File: src/i2c_irq_pkg.sv
// Shared offsets, field positions, reset values and types of the controller.
package i2c_irq_pkg;

  // Register offsets.
  localparam logic [2:0] OFS_OWN_ADDR = 3'h0;
  localparam logic [2:0] OFS_RATE = 3'h1;
  localparam logic [2:0] OFS_CTL = 3'h2;
  localparam logic [2:0] OFS_FLAGS = 3'h3;
  localparam logic [2:0] OFS_DATA = 3'h4;

  // Reset values.
  localparam logic [7:0] RST_OWN_ADDR = 8'h00;
  localparam logic [7:0] RST_RATE = 8'h00;
  localparam logic [7:0] RST_DATA = 8'h00;

  // Control register fields.
  localparam int CTL_EN = 7;
  localparam int CTL_IE = 6;
  localparam int CTL_MST = 5;
  localparam int CTL_TX = 4;
  localparam int CTL_NOACK = 3;
  localparam int CTL_REPEAT_START_REQUEST = 2;

  // Flag register fields.
  localparam int FLG_DONE = 7;
  localparam int FLG_AAS = 6;
  localparam int FLG_BUSY = 5;
  localparam int FLG_ARB = 4;
  localparam int FLG_SDIR = 2;
  localparam int FLG_IRQ = 1;
  localparam int FLG_RXACK = 0;

  // Rate register fields and divider step.
  localparam int RATE_MUL_HI = 7;
  localparam int RATE_MUL_LO = 6;
  localparam int RATE_DIV_HI = 5;
  localparam int DIV_STEP = 8;

  // Bit counts within one byte transfer.
  localparam logic [3:0] TOP_BIT = 4'h7;
  localparam logic [3:0] DATA_BITS = 4'h8;
  localparam logic [3:0] LAST_BIT = 4'h9;

  // One register access from software.
  typedef struct packed {
    logic [2:0] addr;
    logic [7:0] wdata;
    logic wr;
    logic rd;
  } reg_req_t;

endpackage

File: src/pin_sync.sv
// Two-stage synchroniser for the bus pins.
`timescale 1ns/1ps
`default_nettype none
module pin_sync #(
  parameter int W = 2
) (
  // Clock and reset
  input wire logic sys_clk,
  input wire logic rst,
  // Pins and synchronised levels
  input wire logic [W-1:0] din,
  output logic [W-1:0] dout
);
  logic [W-1:0] meta_q;

  // An idle bus floats high, so both stages reset high.
  always_ff @(posedge sys_clk) begin
    if (rst) begin
      meta_q <= '1;
      dout <= '1;
    end else begin
      meta_q <= din;
      dout <= meta_q;
    end
  end
endmodule // pin_sync
`default_nettype wire

File: src/scl_rate_gen.sv
// Half-period tick generator for the serial clock.
`timescale 1ns/1ps
`default_nettype none
module scl_rate_gen
  import i2c_irq_pkg::*;
#(
  parameter int CNT_W = 12
) (
  // Clock and reset
  input wire logic sys_clk,
  input wire logic rst,
  // Rate setting and restart
  input wire logic [7:0] rate_sel,
  input wire logic restart,
  // Half-period strobe
  output logic tick
);
  logic [CNT_W-1:0] cnt_q;
  wire logic [1:0] mul_code = rate_sel[RATE_MUL_HI:RATE_MUL_LO];
  wire logic [CNT_W-1:0] div_val =
    CNT_W'((rate_sel[RATE_DIV_HI:0] + 7'h01) * DIV_STEP);
  wire logic [CNT_W-1:0] half = (mul_code == 2'h0) ? div_val :
    (mul_code == 2'h1) ? {div_val[CNT_W-2:0], 1'b0} :
    {div_val[CNT_W-3:0], 2'b00};

  // One half period is multiplier times divider system clocks.
  assign tick = (cnt_q == half);

  always_ff @(posedge sys_clk) begin
    if (rst || restart || tick) begin
      cnt_q <= CNT_W'(1);
    end else begin
      cnt_q <= cnt_q + CNT_W'(1);
    end
  end
endmodule // scl_rate_gen
`default_nettype wire

File: src/i2c_irq_status_ctrl.sv
// Two-wire bus controller with status flags and one interrupt.
`timescale 1ns/1ps
`default_nettype none
module i2c_irq_status_ctrl
  import i2c_irq_pkg::*;
(
  // Clock and reset
  input wire logic sys_clk,
  input wire logic rst,
  // Register port
  input wire reg_req_t reg_req,
  output logic [7:0] rd_data,
  // Serial clock pin
  input wire logic scl_i,
  output logic scl_o,
  output logic scl_oe_n,
  // Serial data pin
  input wire logic sda_i,
  output logic sda_o,
  output logic sda_oe_n,
  // Interrupt request
  output logic irq
);
  typedef enum {m_idle, m_start, m_low, m_high, m_hold,
                m_rs1, m_rs2, m_stop1, m_stop2} mstate_t;

  mstate_t state_q, state_d;
  logic [7:0] own_addr_q, rate_q, tx_data_q, rx_data_q, shift_q;
  logic [7:0] ctl_rd, flg_rd;
  logic [3:0] bit_cnt_q;
  logic [1:0] pins_s;
  logic en_q, ie_q, mst_q, tx_q, noack_q, repeat_start_request_q;
  logic done_q, aas_q, busy_q, arb_q, sdir_q, iflag_q, rxack_q;
  logic addr_ph_q, slv_act_q, own_hi_q, scl_p_q, sda_p_q;
  logic sda_low_d, own_hi_d, tick;

  //////////////////////////////////////////////////////////////////////////
  // Pin synchronisation and bus conditions.
  pin_sync #(.W(2)) u_sync (
    .sys_clk(sys_clk),
    .rst(rst),
    .din({scl_i, sda_i}),
    .dout(pins_s)
  );

  wire logic scl_s = pins_s[1];
  wire logic sda_s = pins_s[0];
  wire logic scl_rise = scl_s && !scl_p_q;
  wire logic scl_fall = !scl_s && scl_p_q;
  wire logic start_det = scl_s && scl_p_q && sda_p_q && !sda_s;
  wire logic stop_det = scl_s && scl_p_q && !sda_p_q && sda_s;

  //////////////////////////////////////////////////////////////////////////
  // Register decode.
  wire logic [7:0] wd = reg_req.wdata;
  wire logic wr_own = reg_req.wr && (reg_req.addr == OFS_OWN_ADDR);
  wire logic wr_rate = reg_req.wr && (reg_req.addr == OFS_RATE);
  wire logic wr_ctl = reg_req.wr && (reg_req.addr == OFS_CTL);
  wire logic wr_flg = reg_req.wr && (reg_req.addr == OFS_FLAGS);
  wire logic wr_dat = reg_req.wr && (reg_req.addr == OFS_DATA);
  wire logic rd_dat = reg_req.rd && (reg_req.addr == OFS_DATA);
  wire logic rd_flg = reg_req.rd && (reg_req.addr == OFS_FLAGS);

  //////////////////////////////////////////////////////////////////////////
  // Arbitration and event sources.
  wire logic arb_bit = scl_rise && mst_q && own_hi_q && !sda_s;
  wire logic arb_stop = stop_det && mst_q;
  wire logic start_busy = wr_ctl && wd[CTL_MST] && !mst_q && busy_q;
  wire logic repeat_start_request_bad = wr_ctl && wd[CTL_REPEAT_START_REQUEST] && !mst_q;
  wire logic arb_set = en_q &&
    (arb_bit || arb_stop || start_busy || repeat_start_request_bad);

  wire logic last_bit = (bit_cnt_q == LAST_BIT);
  wire logic part = mst_q || slv_act_q;
  wire logic match_now = scl_fall && addr_ph_q && !mst_q &&
    (bit_cnt_q == DATA_BITS) && (shift_q[7:1] == own_addr_q[7:1]);
  wire logic done_set = en_q && scl_fall && last_bit && part;
  wire logic aas_set = en_q && match_now;
  wire logic irq_set = done_set || aas_set || arb_set;

  // Which party owns SDA in the bit that follows this falling edge.
  wire logic addr_nx = addr_ph_q && !last_bit;
  wire logic [3:0] nb = last_bit ? 4'h0 : bit_cnt_q;
  wire logic xmit = addr_nx ? mst_q :
    (mst_q ? tx_q : (slv_act_q && sdir_q && rxack_q));
  wire logic tx_bit = tx_data_q[3'(TOP_BIT - nb)];
  wire logic hold_bit = last_bit && mst_q;
  wire logic data_slot = (nb < DATA_BITS);
  wire logic ack_by_us = addr_nx ? match_now : (!xmit && part);
  wire logic fall_low = !hold_bit && (data_slot ? (xmit && !tx_bit) :
    (ack_by_us && (addr_nx || !noack_q)));
  wire logic fall_hi = !hold_bit && mst_q && (data_slot ?
    (xmit && tx_bit) : (!addr_nx && !xmit && noack_q));
  wire logic rx_cap = done_set && !addr_ph_q && !(mst_q ? tx_q : sdir_q);

  //////////////////////////////////////////////////////////////////////////
  // Control register next values.
  wire logic en_d = wr_ctl ? wd[CTL_EN] : en_q;
  wire logic mst_d = en_d && !arb_set &&
    (wr_ctl ? (wd[CTL_MST] && (mst_q || !busy_q)) : mst_q);
  wire logic repeat_start_request_d = mst_d &&
    ((wr_ctl && wd[CTL_REPEAT_START_REQUEST]) || (repeat_start_request_q && state_d != m_start));

  //////////////////////////////////////////////////////////////////////////
  // Master sequencer.
  always_comb begin
    state_d = state_q;
    case (state_q)
      m_idle: if (mst_q && wr_dat && !busy_q) state_d = m_start;
      m_start: if (tick) state_d = m_low;
      m_low: if (tick) state_d = m_high;
      m_high: if (tick && scl_s) state_d = last_bit ? m_hold : m_low;
      m_hold: begin
        if (!mst_q) begin
          state_d = m_stop1;
        end else if (repeat_start_request_q && wr_dat) begin
          state_d = m_rs1;
        end else if (tx_q ? wr_dat : rd_dat) begin
          state_d = m_low;
        end
      end
      m_rs1: if (tick) state_d = m_rs2;
      m_rs2: if (tick && scl_s) state_d = m_start;
      m_stop1: if (tick) state_d = m_stop2;
      m_stop2: if (tick && scl_s) state_d = m_idle;
      default: state_d = m_idle;
    endcase
    if (!en_q || arb_set) state_d = m_idle;
  end

  wire logic scl_low_d = (state_d == m_low) || (state_d == m_hold) ||
    (state_d == m_rs1) || (state_d == m_stop1);
  wire logic wait_high = (state_q == m_high) || (state_q == m_rs2) ||
    (state_q == m_stop2);
  wire logic restart = !en_q || (state_d != state_q) || (wait_high && !scl_s);

  scl_rate_gen #(.CNT_W(12)) u_rate (
    .sys_clk(sys_clk),
    .rst(rst),
    .rate_sel(rate_q),
    .restart(restart),
    .tick(tick)
  );

  // SDA drive: sequencer conditions first, then the per-bit engine.
  always_comb begin
    sda_low_d = !sda_oe_n;
    own_hi_d = own_hi_q;
    if (!en_q || arb_set) begin
      sda_low_d = 1'b0;
      own_hi_d = 1'b0;
    end else if (state_d == m_start || state_d == m_stop1) begin
      sda_low_d = 1'b1;
      own_hi_d = 1'b0;
    end else if (state_d == m_rs1 || state_q == m_stop2) begin
      sda_low_d = state_q == m_stop2 && state_d == m_stop2;
      own_hi_d = 1'b0;
    end else if (state_q == m_hold && state_d == m_low) begin
      sda_low_d = tx_q && !wd[7];
      own_hi_d = tx_q && wd[7];
    end else if ((start_det || stop_det) && !mst_q) begin
      sda_low_d = 1'b0;
      own_hi_d = 1'b0;
    end else if (scl_fall) begin
      sda_low_d = fall_low;
      own_hi_d = fall_hi;
    end
  end

  //////////////////////////////////////////////////////////////////////////
  // Bus tracking and control registers.
  always_ff @(posedge sys_clk) begin
    if (rst) begin
      scl_p_q <= 1'b1;
      sda_p_q <= 1'b1;
      busy_q <= 1'b0;
    end else begin
      scl_p_q <= scl_s;
      sda_p_q <= sda_s;
      busy_q <= en_q && (start_det || (busy_q && !stop_det));
    end
  end

  always_ff @(posedge sys_clk) begin
    if (rst) begin
      own_addr_q <= RST_OWN_ADDR;
      rate_q <= RST_RATE;
      {en_q, ie_q, tx_q, noack_q, mst_q, repeat_start_request_q} <= 6'h00;
    end else begin
      if (wr_own) own_addr_q <= {wd[7:1], 1'b0};
      if (wr_rate) rate_q <= wd;
      if (wr_ctl) begin
        {en_q, ie_q, noack_q} <= {wd[CTL_EN], wd[CTL_IE], wd[CTL_NOACK]};
      end
      tx_q <= !arb_set && (wr_ctl ? wd[CTL_TX] : tx_q);
      mst_q <= mst_d;
      repeat_start_request_q <= repeat_start_request_d;
    end
  end

  //////////////////////////////////////////////////////////////////////////
  // Status flags; a set in the same cycle as a clear wins.
  always_ff @(posedge sys_clk) begin
    if (rst) begin
      {done_q, aas_q, arb_q, iflag_q, sdir_q, irq} <= 6'h00;
    end else begin
      done_q <= done_set || (done_q && en_q && !(wr_dat || rd_dat));
      aas_q <= aas_set || (aas_q && en_q && !wr_ctl);
      arb_q <= arb_set || (arb_q && !(wr_flg && wd[FLG_ARB]));
      iflag_q <= irq_set || (iflag_q && !(wr_flg && wd[FLG_IRQ]));
      if (aas_set) sdir_q <= shift_q[0];
      irq <= iflag_q && ie_q;
    end
  end

  //////////////////////////////////////////////////////////////////////////
  // Byte engine, following the bus clock whoever drives it.
  always_ff @(posedge sys_clk) begin
    if (rst || !en_q) begin
      bit_cnt_q <= 4'h0;
      shift_q <= 8'h00;
      {addr_ph_q, slv_act_q, rxack_q} <= 3'h0;
    end else begin
      if (start_det || stop_det) begin
        bit_cnt_q <= 4'h0;
        addr_ph_q <= start_det;
        slv_act_q <= 1'b0;
      end else if (scl_rise && !last_bit) begin
        bit_cnt_q <= bit_cnt_q + 4'h1;
        if (bit_cnt_q < DATA_BITS) begin
          shift_q <= {shift_q[6:0], sda_s};
        end else begin
          rxack_q <= !sda_s;
        end
      end else if (scl_fall && last_bit) begin
        bit_cnt_q <= 4'h0;
        addr_ph_q <= 1'b0;
      end
      if (match_now) slv_act_q <= 1'b1;
    end
  end

  always_ff @(posedge sys_clk) begin
    if (rst) begin
      tx_data_q <= RST_DATA;
      rx_data_q <= RST_DATA;
    end else begin
      if (wr_dat) tx_data_q <= wd;
      if (rx_cap) rx_data_q <= shift_q;
    end
  end

  //////////////////////////////////////////////////////////////////////////
  // Read data and pin outputs.
  always_comb begin
    ctl_rd = 8'h00;
    ctl_rd[CTL_EN] = en_q;
    ctl_rd[CTL_IE] = ie_q;
    ctl_rd[CTL_MST] = mst_q;
    ctl_rd[CTL_TX] = tx_q;
    ctl_rd[CTL_NOACK] = noack_q;
    flg_rd = 8'h00;
    flg_rd[FLG_DONE] = done_q;
    flg_rd[FLG_AAS] = aas_q;
    flg_rd[FLG_BUSY] = busy_q;
    flg_rd[FLG_ARB] = arb_q;
    flg_rd[FLG_SDIR] = sdir_q;
    flg_rd[FLG_IRQ] = iflag_q;
    flg_rd[FLG_RXACK] = rxack_q;
  end

  wire logic [7:0] rd_mux =
    (reg_req.addr == OFS_OWN_ADDR) ? own_addr_q :
    (reg_req.addr == OFS_RATE) ? rate_q :
    (reg_req.addr == OFS_CTL) ? ctl_rd :
    (reg_req.addr == OFS_FLAGS) ? flg_rd :
    (reg_req.addr == OFS_DATA) ? rx_data_q : 8'h00;

  always_ff @(posedge sys_clk) begin
    if (rst) begin
      state_q <= m_idle;
      own_hi_q <= 1'b0;
      {scl_oe_n, sda_oe_n} <= 2'h3;
      {scl_o, sda_o} <= 2'h0;
      rd_data <= 8'h00;
    end else begin
      state_q <= state_d;
      own_hi_q <= own_hi_d;
      scl_oe_n <= !scl_low_d;
      sda_oe_n <= !sda_low_d;
      {scl_o, sda_o} <= 2'h0;
      rd_data <= reg_req.rd ? rd_mux : 8'h00;
    end
  end
endmodule // i2c_irq_status_ctrl
`default_nettype wire

File: config.mk
export PLATFORM = sky130hd
export DESIGN_NAME = i2c_irq_status_ctrl
export DESIGN_NICKNAME = d
export VERILOG_FILES = /design/src/i2c_irq_pkg.sv /design/src/pin_sync.sv /design/src/scl_rate_gen.sv /design/src/i2c_irq_status_ctrl.sv
export SDC_FILE = /design/constraint.sdc
export NUM_CORES = 1
export LEC_CHECK = 0
export BUFFER_PORTS_ARGS = -buffer_cell sky130_fd_sc_hd__buf_4
export CORE_AREA = 2 2 142 144
export CTS_CLUSTER_SIZE = 40
export DETAILED_ROUTE_END_ITERATION = 16
export DIE_AREA = 0 0 144 146
export GPL_ROUTABILITY_DRIVEN = 0
export HOLD_SLACK_MARGIN = 0.02
export SLEW_MARGIN = 20
export SYNTH_ARGS = -nofsm -noshare
export SYNTH_HDL_FRONTEND = slang
export SYNTH_SLANG_ARGS = --single-unit
File: constraint.sdc
create_clock -name sys_clk -period 4.2 [get_ports sys_clk]
set_input_delay 0.84 -clock sys_clk [delete_from_list [all_inputs] [get_ports sys_clk]]
set_output_delay 0.84 -clock sys_clk [all_outputs]
set_load 0.01 [all_outputs]
== Word-level counts from Yosys, hierarchy flattened ==
Cells that the tools add are included.

* Add/subtract/negate cells: 4
* $lt $le $gt $ge: 3
* Eq/ne operators: 30
* Multiplexer cells: 50
* Bitwise logic cells: 3
* Reduce and logical (&&, ||, !) cells: 143

{| class="wikitable"
|+ Operators with widths
! kind !! number
|-
| $mux W32 || 12
|-
| $pmux W32 S9 || 1
|-
| $eq A32 B3 Y1 const B || 6
|-
| $eq A32 B4 Y1 const B || 6
|-
| $eq A32 B2 Y1 const B || 3
|-
| $logic_and A1 B1 Y1 || 75
|-
| $eq A32 B5 Y1 const B || 2
|-
| $mux W8 || 5
|-
| $eq A32 B1 Y1 const B || 1
|-
| $logic_not A32 Y1 || 1
|-
| $ne A32 B2 Y1 const B || 1
|-
| $ne A32 B32 Y1 || 1
|-
| $logic_or A1 B1 Y1 || 29
|-
| $logic_not A1 Y1 || 25
|-
| $mux W1 || 25
|-
| $mux W12 || 2
|-
| $add A12 B1 Y12 const B || 1
|-
| $eq A12 B12 Y1 || 1
|-
| $mux W4 || 3
|-
| $eq A4 B4 Y1 const B || 2
|-
| $lt A4 B4 Y1 const B || 2
|-
| $add A6 B1 Y7 const B || 1
|-
| $eq A7 B7 Y1 || 1
|-
| $eq A3 B2 Y1 const B || 2
|-
| other kinds (19) || 25
|}

* Register bits: 120
* Bits of input ports: 17
* Output and inout bits: 13

== Logic depth before layout (Yosys ltp) ==
Gate-level depths: netlist (run 1).

* Word-level depth: 18
* Gate-level depth with buffers: 14
* Mapped depth without buffers: 12

== Cells and area by module ==
Synthesis (run 1) repeated with hierarchy kept, for this count alone.

* Cell total of the unflattened synthesis: 667
* Area total of the unflattened synthesis: 5,786.8 um^2

{| class="wikitable"
|+ By module, submodules not included
! module !! times used !! cells an instance !! area an instance (um^2) !! sequential area each (um^2)
|-
| i2c_irq_status_ctrl || 1 || 528 || 4,654.5 || 2,082.0
|-
| scl_rate_gen || 1 || 131 || 1,027.2 || 240.2
|-
| pin_sync || 1 || 8 || 105.1 || 80.1
|}

== Worst setup path after synthesis (run 1) ==
OpenSTA, ideal clock, no wires.

* Path kind: in2reg
* From: in reg_req[11] (netlist bit)
* To: reg u_rate.cnt_q[10]
* Library setup time: 128 ps
* Data arrival time: 3,151 ps
* Required time: 4,072 ps
* Slack: 921 ps
* Stages: 11
* Cell sequence: clkbuf_1 nand2b_1 a2111oi_0 nand2_1 and3_1 or2_1 o2111ai_1 xor2_1 nand3_1 clkbuf_1 nor2_1

* Cells in the longest elaborated chain, start to end: 15

{| class="wikitable"
|+ Ends and longest elaborated chain
! element !! line !! source
|-
| start, declared || i2c_irq_status_ctrl.sv:11 || <nowiki>input wire reg_req_t reg_req,</nowiki>
|-
| parallel branches: the longest is 9 deep, another holds $mux W32 || -- ||
|-
| $mux W32 (*) || i2c_irq_status_ctrl.sv:128 || <nowiki>if (!en_q || arb_set) state_d = m_idle;</nowiki>
|-
| $ne A32 B32 Y1 (*) || i2c_irq_status_ctrl.sv:135 || <nowiki>wire logic restart = !en_q || (state_d != state_q) || (wait_high && !scl_s);</nowiki>
|-
| $logic_or A1 B1 Y1 (*) (2 in series) || i2c_irq_status_ctrl.sv:135 ||
|-
| $logic_or A1 B1 Y1 (*) (2 in series) || scl_rate_gen.sv:30 || <nowiki>if (rst || restart || tick) begin</nowiki>
|-
| end signal, assigned || scl_rate_gen.sv:33 || <nowiki>cnt_q <= cnt_q + CNT_W'(1);</nowiki>
|-
| end, declared || scl_rate_gen.sv:18 || <nowiki>logic [CNT_W-1:0] cnt_q;</nowiki>
|}

Every way passes the cells marked *.
A chain may end at the register's enable or synchronous reset.

== Worst setup path in the final report (run 1) ==
* From: reg rate_q[0]
* To: reg sda_oe_n

* Cells in the longest elaborated chain, start to end: 15

{| class="wikitable"
|+ Ends and longest elaborated chain
! element !! line !! source
|-
| start, declared || i2c_irq_status_ctrl.sv:28 || <nowiki>logic [7:0] own_addr_q, rate_q, tx_data_q, rx_data_q, shift_q;</nowiki>
|-
| start signal, assigned || i2c_irq_status_ctrl.sv:191 || <nowiki>if (wr_rate) rate_q <= wd;</nowiki>
|-
| $add A6 B1 Y7 (*) || scl_rate_gen.sv:21 || <nowiki>CNT_W'((rate_sel[RATE_DIV_HI:0] + 7'h01) * DIV_STEP);</nowiki>
|-
| $mux W12 || scl_rate_gen.sv:23 || <nowiki>(mul_code == 2'h1) ? {div_val[CNT_W-2:0], 1'b0} :</nowiki>
|-
| $mux W12 (*) || scl_rate_gen.sv:22 || <nowiki>wire logic [CNT_W-1:0] half = (mul_code == 2'h0) ? div_val :</nowiki>
|-
| $eq A12 B12 Y1 (*) || scl_rate_gen.sv:27 || <nowiki>assign tick = (cnt_q == half);</nowiki>
|-
| $logic_and A1 B1 Y1 || i2c_irq_status_ctrl.sv:112, i2c_irq_status_ctrl.sv:123, i2c_irq_status_ctrl.sv:125 ||
|-
| $mux W32 (on tied branches) || i2c_irq_status_ctrl.sv:125, i2c_irq_status_ctrl.sv:112, i2c_irq_status_ctrl.sv:123 ||
|-
| $pmux W32 S9 (*) || i2c_irq_status_ctrl.sv:108 || <nowiki>case (state_q)</nowiki>
|-
| $mux W32 (*) || i2c_irq_status_ctrl.sv:128 ||
|-
| $eq A32 B3 Y1 || i2c_irq_status_ctrl.sv:158 || <nowiki>end else if (state_q == m_hold && state_d == m_low) begin</nowiki>
|-
| $logic_and A1 B1 Y1 || i2c_irq_status_ctrl.sv:158 ||
|-
| $mux W1 || i2c_irq_status_ctrl.sv:158 ||
|-
| $mux W1 || i2c_irq_status_ctrl.sv:155 || <nowiki>end else if (state_d == m_rs1 || state_q == m_stop2) begin</nowiki>
|-
| $mux W1 (*) || i2c_irq_status_ctrl.sv:152 || <nowiki>end else if (state_d == m_start || state_d == m_stop1) begin</nowiki>
|-
| $mux W1 (*) || i2c_irq_status_ctrl.sv:149 || <nowiki>if (!en_q || arb_set) begin</nowiki>
|-
| $logic_not A1 Y1 (*) || i2c_irq_status_ctrl.sv:290 || <nowiki>sda_oe_n <= !sda_low_d;</nowiki>
|-
| end signal, assigned || i2c_irq_status_ctrl.sv:290 ||
|-
| end, declared || i2c_irq_status_ctrl.sv:20 || <nowiki>output logic sda_oe_n,</nowiki>
|}

Mark *: on every way between the ends. The rest lies on a longest branch, timed or not.

==> run metrics, run 1 <==
clk slew on worst S/H paths 60 ps; Overflow after GRT 0; startpoint class of the critical path flip-flop; Avg Synthesized Cell Area around 8.7 um2; main flop type after synthesis dfxtp_1; crit-path max FO 7; met2 wire length 6659 um; Initial Util between 20% and 30%; Yosys cell types 80; Antenna Cells 0; Core Box Area between 0.015 and 0.02 mm2; first-pass detailed-route iteration total 5; Post-synth EDFFs 0; Max Slew Vio Count 0; layout net count 725; mapped cell area roughly 0.0058 mm2; Finished Cell Area ~0.0069 mm2; hold slack between 400 and 500 ps; Max-slew headroom just over 30%; post-route clock period utilization 84.49%; num rows a little over 50; via count between 4000 and 5000; Setup Viol. Count Final 0; number of global-route vias before repair roughly 4500; Routed Antenna Nets 0; Static Leak 2.516 nW; Die Wd ~140 um; routed vias/inst roughly 4.9; crit path DAT 3860 ps; cts repair resizes 0; Post-Place Cell Area between 0.006 and 0.007 mm2; Initial DRC Count 352; pre-CTS WS approximately 620 ps; fraction of layout cells with a size suffix above 1 13.01%; CTS tree built; count of input and output buffers 27; GRT Util Overall between 10% and 20%; clock buffer depth 2; IR drop worst, VDD approximately 200 uV; initial antenna violation count 0; yosys warns 0; setup TNS 0 ps; hold crit path type flip-flop to flip-flop; register area share after synthesis approximately two fifths; WS Path Type flip-flop to flip-flop; ys async rst share 0%; die height roughly 150 um; IO Pins 30; met3 routed WL roughly 660 um; M1 WL ~6900 um; total CTS buffers 17; root buffer cell clkbuf_16; final core utilization 35.49%; Layout area overhead 19.06%; first-pass GRT wire length around 24000 um; setup ws final around 650 ps; DRC 0; clk sink count between 100 and 150; final count of hold timing violations 0; DP HPWL between 10000 and 15000 um; pwr/cell area approximately 390 mW/mm2; min Tclk post-route about 3500 ps; fill count ~2000; htree depth 4; area of the die 0.02102 mm2; Worst Tran Pin Value just over 1000 ps; DR top layer met4; largest net degree at the start of global routing 54; Routed WL between 10000 and 15000 um; Synth Instances roughly 660; Routed wire per std cell ~15 um; RSZ-0062 raised after global routing no; worst skew pair latency 410 ps; # Post-CTS Setup Buffers 0; Hold-fix buffers, CTS 0; outcome complete, no violations; maxcap violations 0; Synth Register Bits 120; CP Data Required Time approximately 4500 ps; FMAX 0.2818 GHz; critical path capture point type flip-flop; Setup Skew roughly 12 ps
-- path summary, 6_finish.rpt --
kind	slack, ps	to	cells after the start	start
min reg2reg	410	u_sync.dout[1]	1	u_sync.meta_q[1]
min	410	u_sync.dout[1]	1	u_sync.meta_q[1]
max reg2reg	650	sda_oe_n	11	rate_q[0]
max	650	sda_oe_n	11	rate_q[0]
-- final cells by class --
class	instances	area [um2]	area share [%]
clock buffers	18	439.2	6.399
clock inverters	14	125.1	1.823
inverters	23	86.33	1.258
multi-input cells	504	3208	46.75
flip-flops and latches	120	2402	35.00
well taps	265	331.6	4.831
repair buffers	36	270.3	3.938
-- power by group --
group	switching [mW]	leakage, nW	total, mW	internal, mW
Clock	0.537	0.272	1.37	0.830
Combinational	0.0651	1.26	0.107	0.0418
Sequential	0.0166	0.979	1.18	1.16
-- state kept, by name (all words and copies together), names as in the netlist, 2 cells and up --
name           cells
rate_q             8
bit_cnt_q          4
state_q           32
u_sync.meta_q      2
u_rate.cnt_q      12
tx_data_q          8
rx_data_q          8
own_addr_q         7
shift_q            8
rd_data            8
u_sync.dout        2
-- per-layer routing --
layer  global-route usage, %  vias up
li1                        -     2415
met1                   19.23     2272
met2                   21.74      124
met3                   3.126       24
met4                   5.686        0
met5                       0        -
-- cell usage in the layout (no fill, tap or decap), types with 20 or more instances in the layout --
| cell type | instances |
|---|---|
| dfxtp_1 | 120 |
| nor2_1 | 83 |
| nand2_1 | 53 |
| mux2i_1 | 39 |
| buf_4 | 36 |
| a21oi_1 | 33 |
| conb_1 | 30 |
| nand3_1 | 24 |
| inv_1 | 22 |
| nor3_1 | 20 |
-- worst max-delay path, cell delays in order, from the launching register on --
cell and delay, ps:
dfxtp_1 500, ha_1 340, nand2_1 130, or3_1 390, xnor2_1 150, nor4_1 260
or4b_4 530, or2_4 300, nor4_4 270, nor3_1 80, and3_1 190, o41ai_1 310
-- Yosys cell counts, types with 3 or more instances --
library cell  count  area (um2)
o21a_1            4       30.03
and3_1            7       43.79
a22oi_1           3       22.52
a221oi_1          3       26.28
buf_2             4       20.02
a21o_1            3       22.52
nand3b_1          3       22.52
buf_4             4       30.03
o21ai_0          16       80.08
o211ai_1          8       60.06
clkbuf_1         32       120.1
o22a_1            3       26.28
mux4_2            4       90.09
o2111a_1          3       33.78
nand2_1          53       198.9
inv_1            22       82.58
nor2b_1           8       50.05
nor2_1           83       311.6
nand2b_1         11       68.82
mux2i_1          39       390.4
o31ai_1           5       37.54
nor4b_1           3       26.28
xnor2_1          17       148.9
a21oi_1          33       165.2
xor2_1           14       122.6
nand3_1          24       120.1
and4_1            3       26.28
nor3_1           20       100.1
nor4_1           13       81.33
or2_2             7       43.79
nand4_1           8       50.05
dfxtp_1         120        2402
ha_1              6       75.07
a31oi_1           9       56.30
a211oi_1          3       22.52
-- cells by family (layout without fill, tap and decap cells) --
kind of cell	count (synthesis)	in the layout	share of synthesized area, %
other	1	30	0.06506
muxes	44	44	8.530
xor gates and xnor gates	32	32	4.992
buffers and inverters	66	91	4.775
adders and majority gates	6	6	1.302
and+or+nand+nor	263	263	23.16
AOI/OAI and AO/OA	129	129	15.50
DFF	120	120	41.68
-- through the flow --
stage	total power [mW]	std cells
after floorplan	1.268	690
after detailed placement	1.309	948
after CTS	2.685	980
after global routing	2.748	980
after global placement	1.309	948
final	2.653	980
Power figures use the tool's default switching activity.
==> run 2, diff against run 1 <==
clock period = 3.1 ns   (was 4.2 ns; I/O delays follow)
==> run metrics, run 2 (synthesis results as in run 1) <==
Cell Chain, Critical Path ha_4 -> buf_6 -> buf_12 -> nand4b_1 -> o211ai_1 -> a221oi_2 -> xnor2_1 -> or4b_4 -> or2_4 -> nor4_4 -> nor3_2 -> and3_1 -> o41ai_2 (was ha_1 -> nand2_1 -> or3_1 -> xnor2_1 -> nor4_1 -> or4b_4 -> or2_4 -> nor4_4 -> nor3_1 -> and3_1 -> o41ai_1); Hold-fix buffers, CTS 0 (unchanged); R2R depth 13 (was 11); first-pass detailed-route iteration total 7 (was 5); num rows 51 (unchanged); IR drop worst, VDD 282.2 uV (was 200.3 uV); RSZ-0062 raised after global routing yes (was no); Routed wire per std cell 14.86 um (was 14.74 um); Initial Util 29.81% (unchanged); outcome complete, no violations (unchanged); crit path DAT 3360 ps (was 3860 ps); Overflow after GRT 0 (unchanged); reg2reg start rate_q[0] (unchanged); fraction of layout cells with a size suffix above 1 19.95% (was 13.01%); GRT Util Overall 14.77% (was 14.17%); routed vias/inst 4.946 (was 4.934); CP Data Required Time 3420 ps (was 4510 ps); WHS Endpoint u_sync.meta_q[1] (was u_sync.dout[1]); hold path start scl_i (was u_sync.meta_q[1]); Core Box Area 0.01933 mm2 (unchanged); total CTS buffers 17 (unchanged); critical path capture point type flip-flop (unchanged); Most flops, register state_q (unchanged); Antenna Cells 0 (unchanged); CTS tree built (unchanged); root buffer cell clkbuf_16 (unchanged); FF-to-FF End sda_oe_n (unchanged); worst skew pair latency 420 ps (was 410 ps); Max Slew Vio Count 0 (unchanged); setup TNS 0 ps (unchanged); initial antenna violation count 0 (unchanged); hold crit path type primary input to flip-flop (was flip-flop to flip-flop); pwr/cell area 494.3 mW/mm2 (was 386.5 mW/mm2); Largest regs state_q x32, u_rate.cnt_q x12 (unchanged); crit-path max cell delay 540 ps (was 530 ps); Max-slew headroom 53.11% (was 30.93%); die height 146 um (unchanged); Static Leak 2.732 nW (was 2.516 nW); htree depth 4 (unchanged); layout net count 767 (was 725); clk slew on worst S/H paths 60 ps (about the same); crit-path max FO 5 (was 7); Crit-path slowest cell or4b_4 (unchanged); count of input and output buffers 27 (unchanged); hold slack 386.4 ps (was 406.5 ps); Setup Viol. Count Final 0 (unchanged); IO Pins 30 (unchanged); final count of hold timing violations 0 (unchanged); Routed WL 15190 um (was 14450 um); clk sink count 120 (unchanged); FMAX 0.3298 GHz (was 0.2818 GHz); CP startpoint rate_q[0] (unchanged); min Tclk post-route 3032 ps (was 3549 ps); commonest non-fill, non-tap cell in the layout dfxtp_1 (unchanged); Die Wd 144 um (unchanged); post-route clock period utilization 97.82% (was 84.49%); Initial DRC Count 491 (was 352); via count 5055 (was 4835); Largest register FFs 32 (unchanged); maxcap violations 0 (unchanged); Setup Skew 8.328 ps (was 12.26 ps); DP HPWL 10830 um (was 10180 um); area of the die 0.02102 mm2 (unchanged); most frequent cells in the layout 118 x dfxtp_1, 82 x nor2_1, 75 x buf_4 (was 120 x dfxtp_1, 83 x nor2_1, 53 x nand2_1); WS Path Type flip-flop to flip-flop (unchanged); first-pass GRT wire length 24400 um (was 23530 um); number of global-route vias before repair 4727 (was 4457); startpoint class of the critical path flip-flop (unchanged); Hold Path Stages 2 (was 1); clock buffer depth 2 (unchanged); Worst Tran Pin Value 694.5 ps (was 1033 ps); Routed Antenna Nets 0 (unchanged); DRC 0 (unchanged); reg2reg setup slack 70 ps (was 650 ps); Layout area overhead 26.55% (was 19.06%); largest net degree at the start of global routing 53 (was 54)
==> run 2: metrics by stage <==
step / worst slack (ps) / util (%) / total power, mW / instances / area (um2)
2_1_floorplan: 11.00 / - / 1.718 / 690 / 5876
3_3_place_gp: -52.27 / 34.28 / 1.787 / 990 / 6629
3_5_place_dp: -90.05 / 34.28 / 1.788 / 990 / 6629
4_1_cts: 1.634 / 37.39 / 3.641 / 1022 / 7229
5_1_grt: -92.66 / 37.73 / 3.728 / 1022 / 7295
6_report: 67.60 / 37.73 / 3.605 / 1022 / 7295
==> run 2: worst max-delay path by stage <==
stage	endpoint	depth (start not counted)	slack [ps]
2_1_floorplan	sda_oe_n	11	10
3_3_place_gp	sda_oe_n	13	-50
3_5_place_dp	sda_oe_n	14	-90
4_1_cts	u_rate.cnt_q[9]	15	2
5_1_grt	sda_oe_n	13	-90
6_report	sda_oe_n	13	70
==> run 2: power breakdown <==
group          switching (mW)  internal [mW]  total (mW)
combinational           0.102         0.0693       0.171
sequential             0.0143           1.57        1.59
clock                   0.784           1.06        1.85
==> run 2: repair_timing <==
item | in CTS | in global routing
pin swaps | 10 | 6
endpoints found under the setup margin | 15 | 15
resized for setup | 8 | 14
setup buffers | 0 | 0
==> run 2: final cells by class <==
cell class,instances,area (um2)
Clock buffer,18,439.2
Clock inverter,14,116.4
Fill cell,1927,12040
Inverter,23,86.33
Multi-Input combinational cell,504,3311
Sequential cell,120,2405
Tap cell,265,331.6
Timing Repair Buffer,78,605.6
==> run 2: per-layer routing <==
metal	part of all wire, %	track usage [%]	vias to the layer above
met5	0	0	-
met4	1.9	7.010	0
met3	6.2	3.982	29
met2	45	22.31	183
met1	47	19.47	2348
li1	-	-	2495
==> run 2: worst max-delay path, delay by kind of cell (launching register included) <==
kind                       cells  cell delay (ps)
AOI/OAI and AO/OA              3              720
xor gates and xnor gates       1              140
adders and majority gates      1              160
buffers and inverters          2              240
DFF                            1              330
and+or+nand+nor                6             1370
==> run 3, diff against run 2 <==
CELL_PAD_IN_SITES_DETAIL_PLACEMENT = 1   (was unset)
CELL_PAD_IN_SITES_GLOBAL_PLACEMENT = 1   (was unset)
PLACE_DENSITY_LB_ADDON = 0.1   (was unset)
==> run metrics, run 3 (synthesis results as in run 1) <==
Setup Viol. Count Final 0 (unchanged); root buffer cell clkbuf_16 (unchanged); setup TNS 0 ps (unchanged); Antenna Cells 0 (unchanged); Max-slew headroom 59.68% (was 53.11%); Max Slew Vio Count 0 (unchanged); commonest non-fill, non-tap cell in the layout dfxtp_1 (unchanged); Setup Skew 10.44 ps (was 8.328 ps); first-pass GRT wire length 29240 um (was 24400 um); Routed WL 18190 um (was 15190 um); WS Path Type flip-flop to flip-flop (unchanged); Routed wire per std cell 17.68 um (was 14.86 um); non-filler instance count after layout 1029 (was 1022); area of the die 0.02102 mm2 (unchanged); DRC 0 (unchanged); final core utilization 38.60% (was 37.73%); clk sink count 120 (unchanged); Most flops, register state_q (unchanged); worst skew pair latency 420 ps (about the same); final count of hold timing violations 0 (unchanged); post-route clock period utilization 96.06% (was 97.82%); startpoint class of the critical path flip-flop (unchanged); initial antenna violation count 0 (unchanged); clock buffer depth 2 (unchanged); FMAX 0.3358 GHz (was 0.3298 GHz); Static Leak 2.837 nW (was 2.732 nW); total power 4.050 mW (was 3.605 mW); GRT Util Overall 18.04% (was 14.77%); most frequent cells in the layout 116 x dfxtp_1, 83 x nor2_1, 81 x buf_4 (was 118 x dfxtp_1, 82 x nor2_1, 75 x buf_4); Multi-input gate area 0.003298 mm2 (was 0.003311 mm2); R2R depth 11 (was 13); num rows 51 (unchanged); die height 146 um (unchanged); largest net degree at the start of global routing 40 (was 53); maxcap violations 0 (unchanged); IO Pins 30 (unchanged); clk slew on worst S/H paths 60 ps (about the same); Hold Path Stages 2 (unchanged); Overflow after GRT 0 (unchanged); Worst Tran Pin Value 589.5 ps (was 694.5 ps); routed vias/inst 4.946 (about the same); htree depth 4 (unchanged); Largest register FFs 32 (unchanged); Die Wd 144 um (unchanged); crit-path max FO 4 (was 5); outcome complete, no violations (unchanged); Hold-fix buffers, CTS 0 (unchanged); IR drop worst, VDD 353.4 uV (was 282.2 uV); CTS tree built (unchanged); CP Data Required Time 3410 ps (was 3420 ps); fraction of layout cells with a size suffix above 1 21.47% (was 19.95%); Initial Util 29.81% (unchanged); Largest regs state_q x32, u_rate.cnt_q x12 (unchanged); pwr/cell area 542.6 mW/mm2 (was 494.3 mW/mm2); FF/Latch Area 0.002407 mm2 (was 0.002405 mm2); fill count 2251 (was 1927); Layout area overhead 29.48% (was 26.55%); number of global-route vias before repair 5300 (was 4727); layout net count 774 (was 767); Initial DRC Count 245 (was 491); critical path capture point type flip-flop (unchanged); count of input and output buffers 27 (unchanged); hold crit path type primary input to flip-flop (unchanged); post-placement cell count 995 (was 990); crit path DAT 3290 ps (was 3360 ps); via count 5089 (was 5055); hold slack 409.4 ps (was 386.4 ps); total CTS buffers 17 (unchanged); Routed Antenna Nets 0 (unchanged); DP HPWL 13610 um (was 10830 um); Core Box Area 0.01933 mm2 (unchanged); min Tclk post-route 2978 ps (was 3032 ps); RSZ-0062 raised after global routing yes (unchanged); first-pass detailed-route iteration total 4 (was 7)
## run 3: worst max-delay path: stages (launching register included)
cell and delay [ps]:
dfxtp_2 350, ha_4 150, nand2_2 60, or3_4 400, xnor2_2 140, nor4_1 220
or4b_4 530, or2_4 280, nor4_4 190, nor3_2 60, and3_1 190, o41ai_2 300
## run 3: timing repair
action / CTS / global route
gates cloned: 1 / 0
buffers inserted: 1 / 1
resized for setup: 13 / 11
hold endpoints to repair: 0 / 0
pin swaps: 7 / 3
setup endpoints to repair: 7 / 15
## run 3: per-stage QoR
stage                     cell area [um2]  setup slack, ps
after floorplan                      5876            11.00
after global placement               6666           -184.4
after detailed placement             6666           -143.1
after CTS                            7413            18.98
after global routing                 7463           -8.132
final                                7463            122.2
## run 3: routing by layer
layer	wire, um	up-vias	global-route usage [%]
met1	8711	2494	23.83
li1	-	2506	-
met2	8719	73	29.83
met5	0	-	0
met3	510	16	3.587
met4	251	0	5.000
## run 3: cell type report
type	instances	area share [%]
inverters	23	1.174
repair buffers	85	8.785
well taps	265	4.443
multi-input cells	504	44.19
flip-flops and latches	120	32.25
clock buffers	18	5.884
clock inverters	14	3.269
## run 3: report_power, final
group	leakage [nW]	switching, mW	internal, mW
Combinational	1.53	0.105	0.0716
Sequential	0.981	0.0167	1.57
Clock	0.327	0.746	1.54
## run 3: path summary, 6_finish.rpt
kind                         start                to  slack [ps]
setup reg to reg         rate_q[1]          sda_oe_n         120
setup / recovery         rate_q[1]          sda_oe_n         120
hold reg to reg   u_sync.meta_q[1]    u_sync.dout[1]         410
hold / removal               sda_i  u_sync.meta_q[0]         410
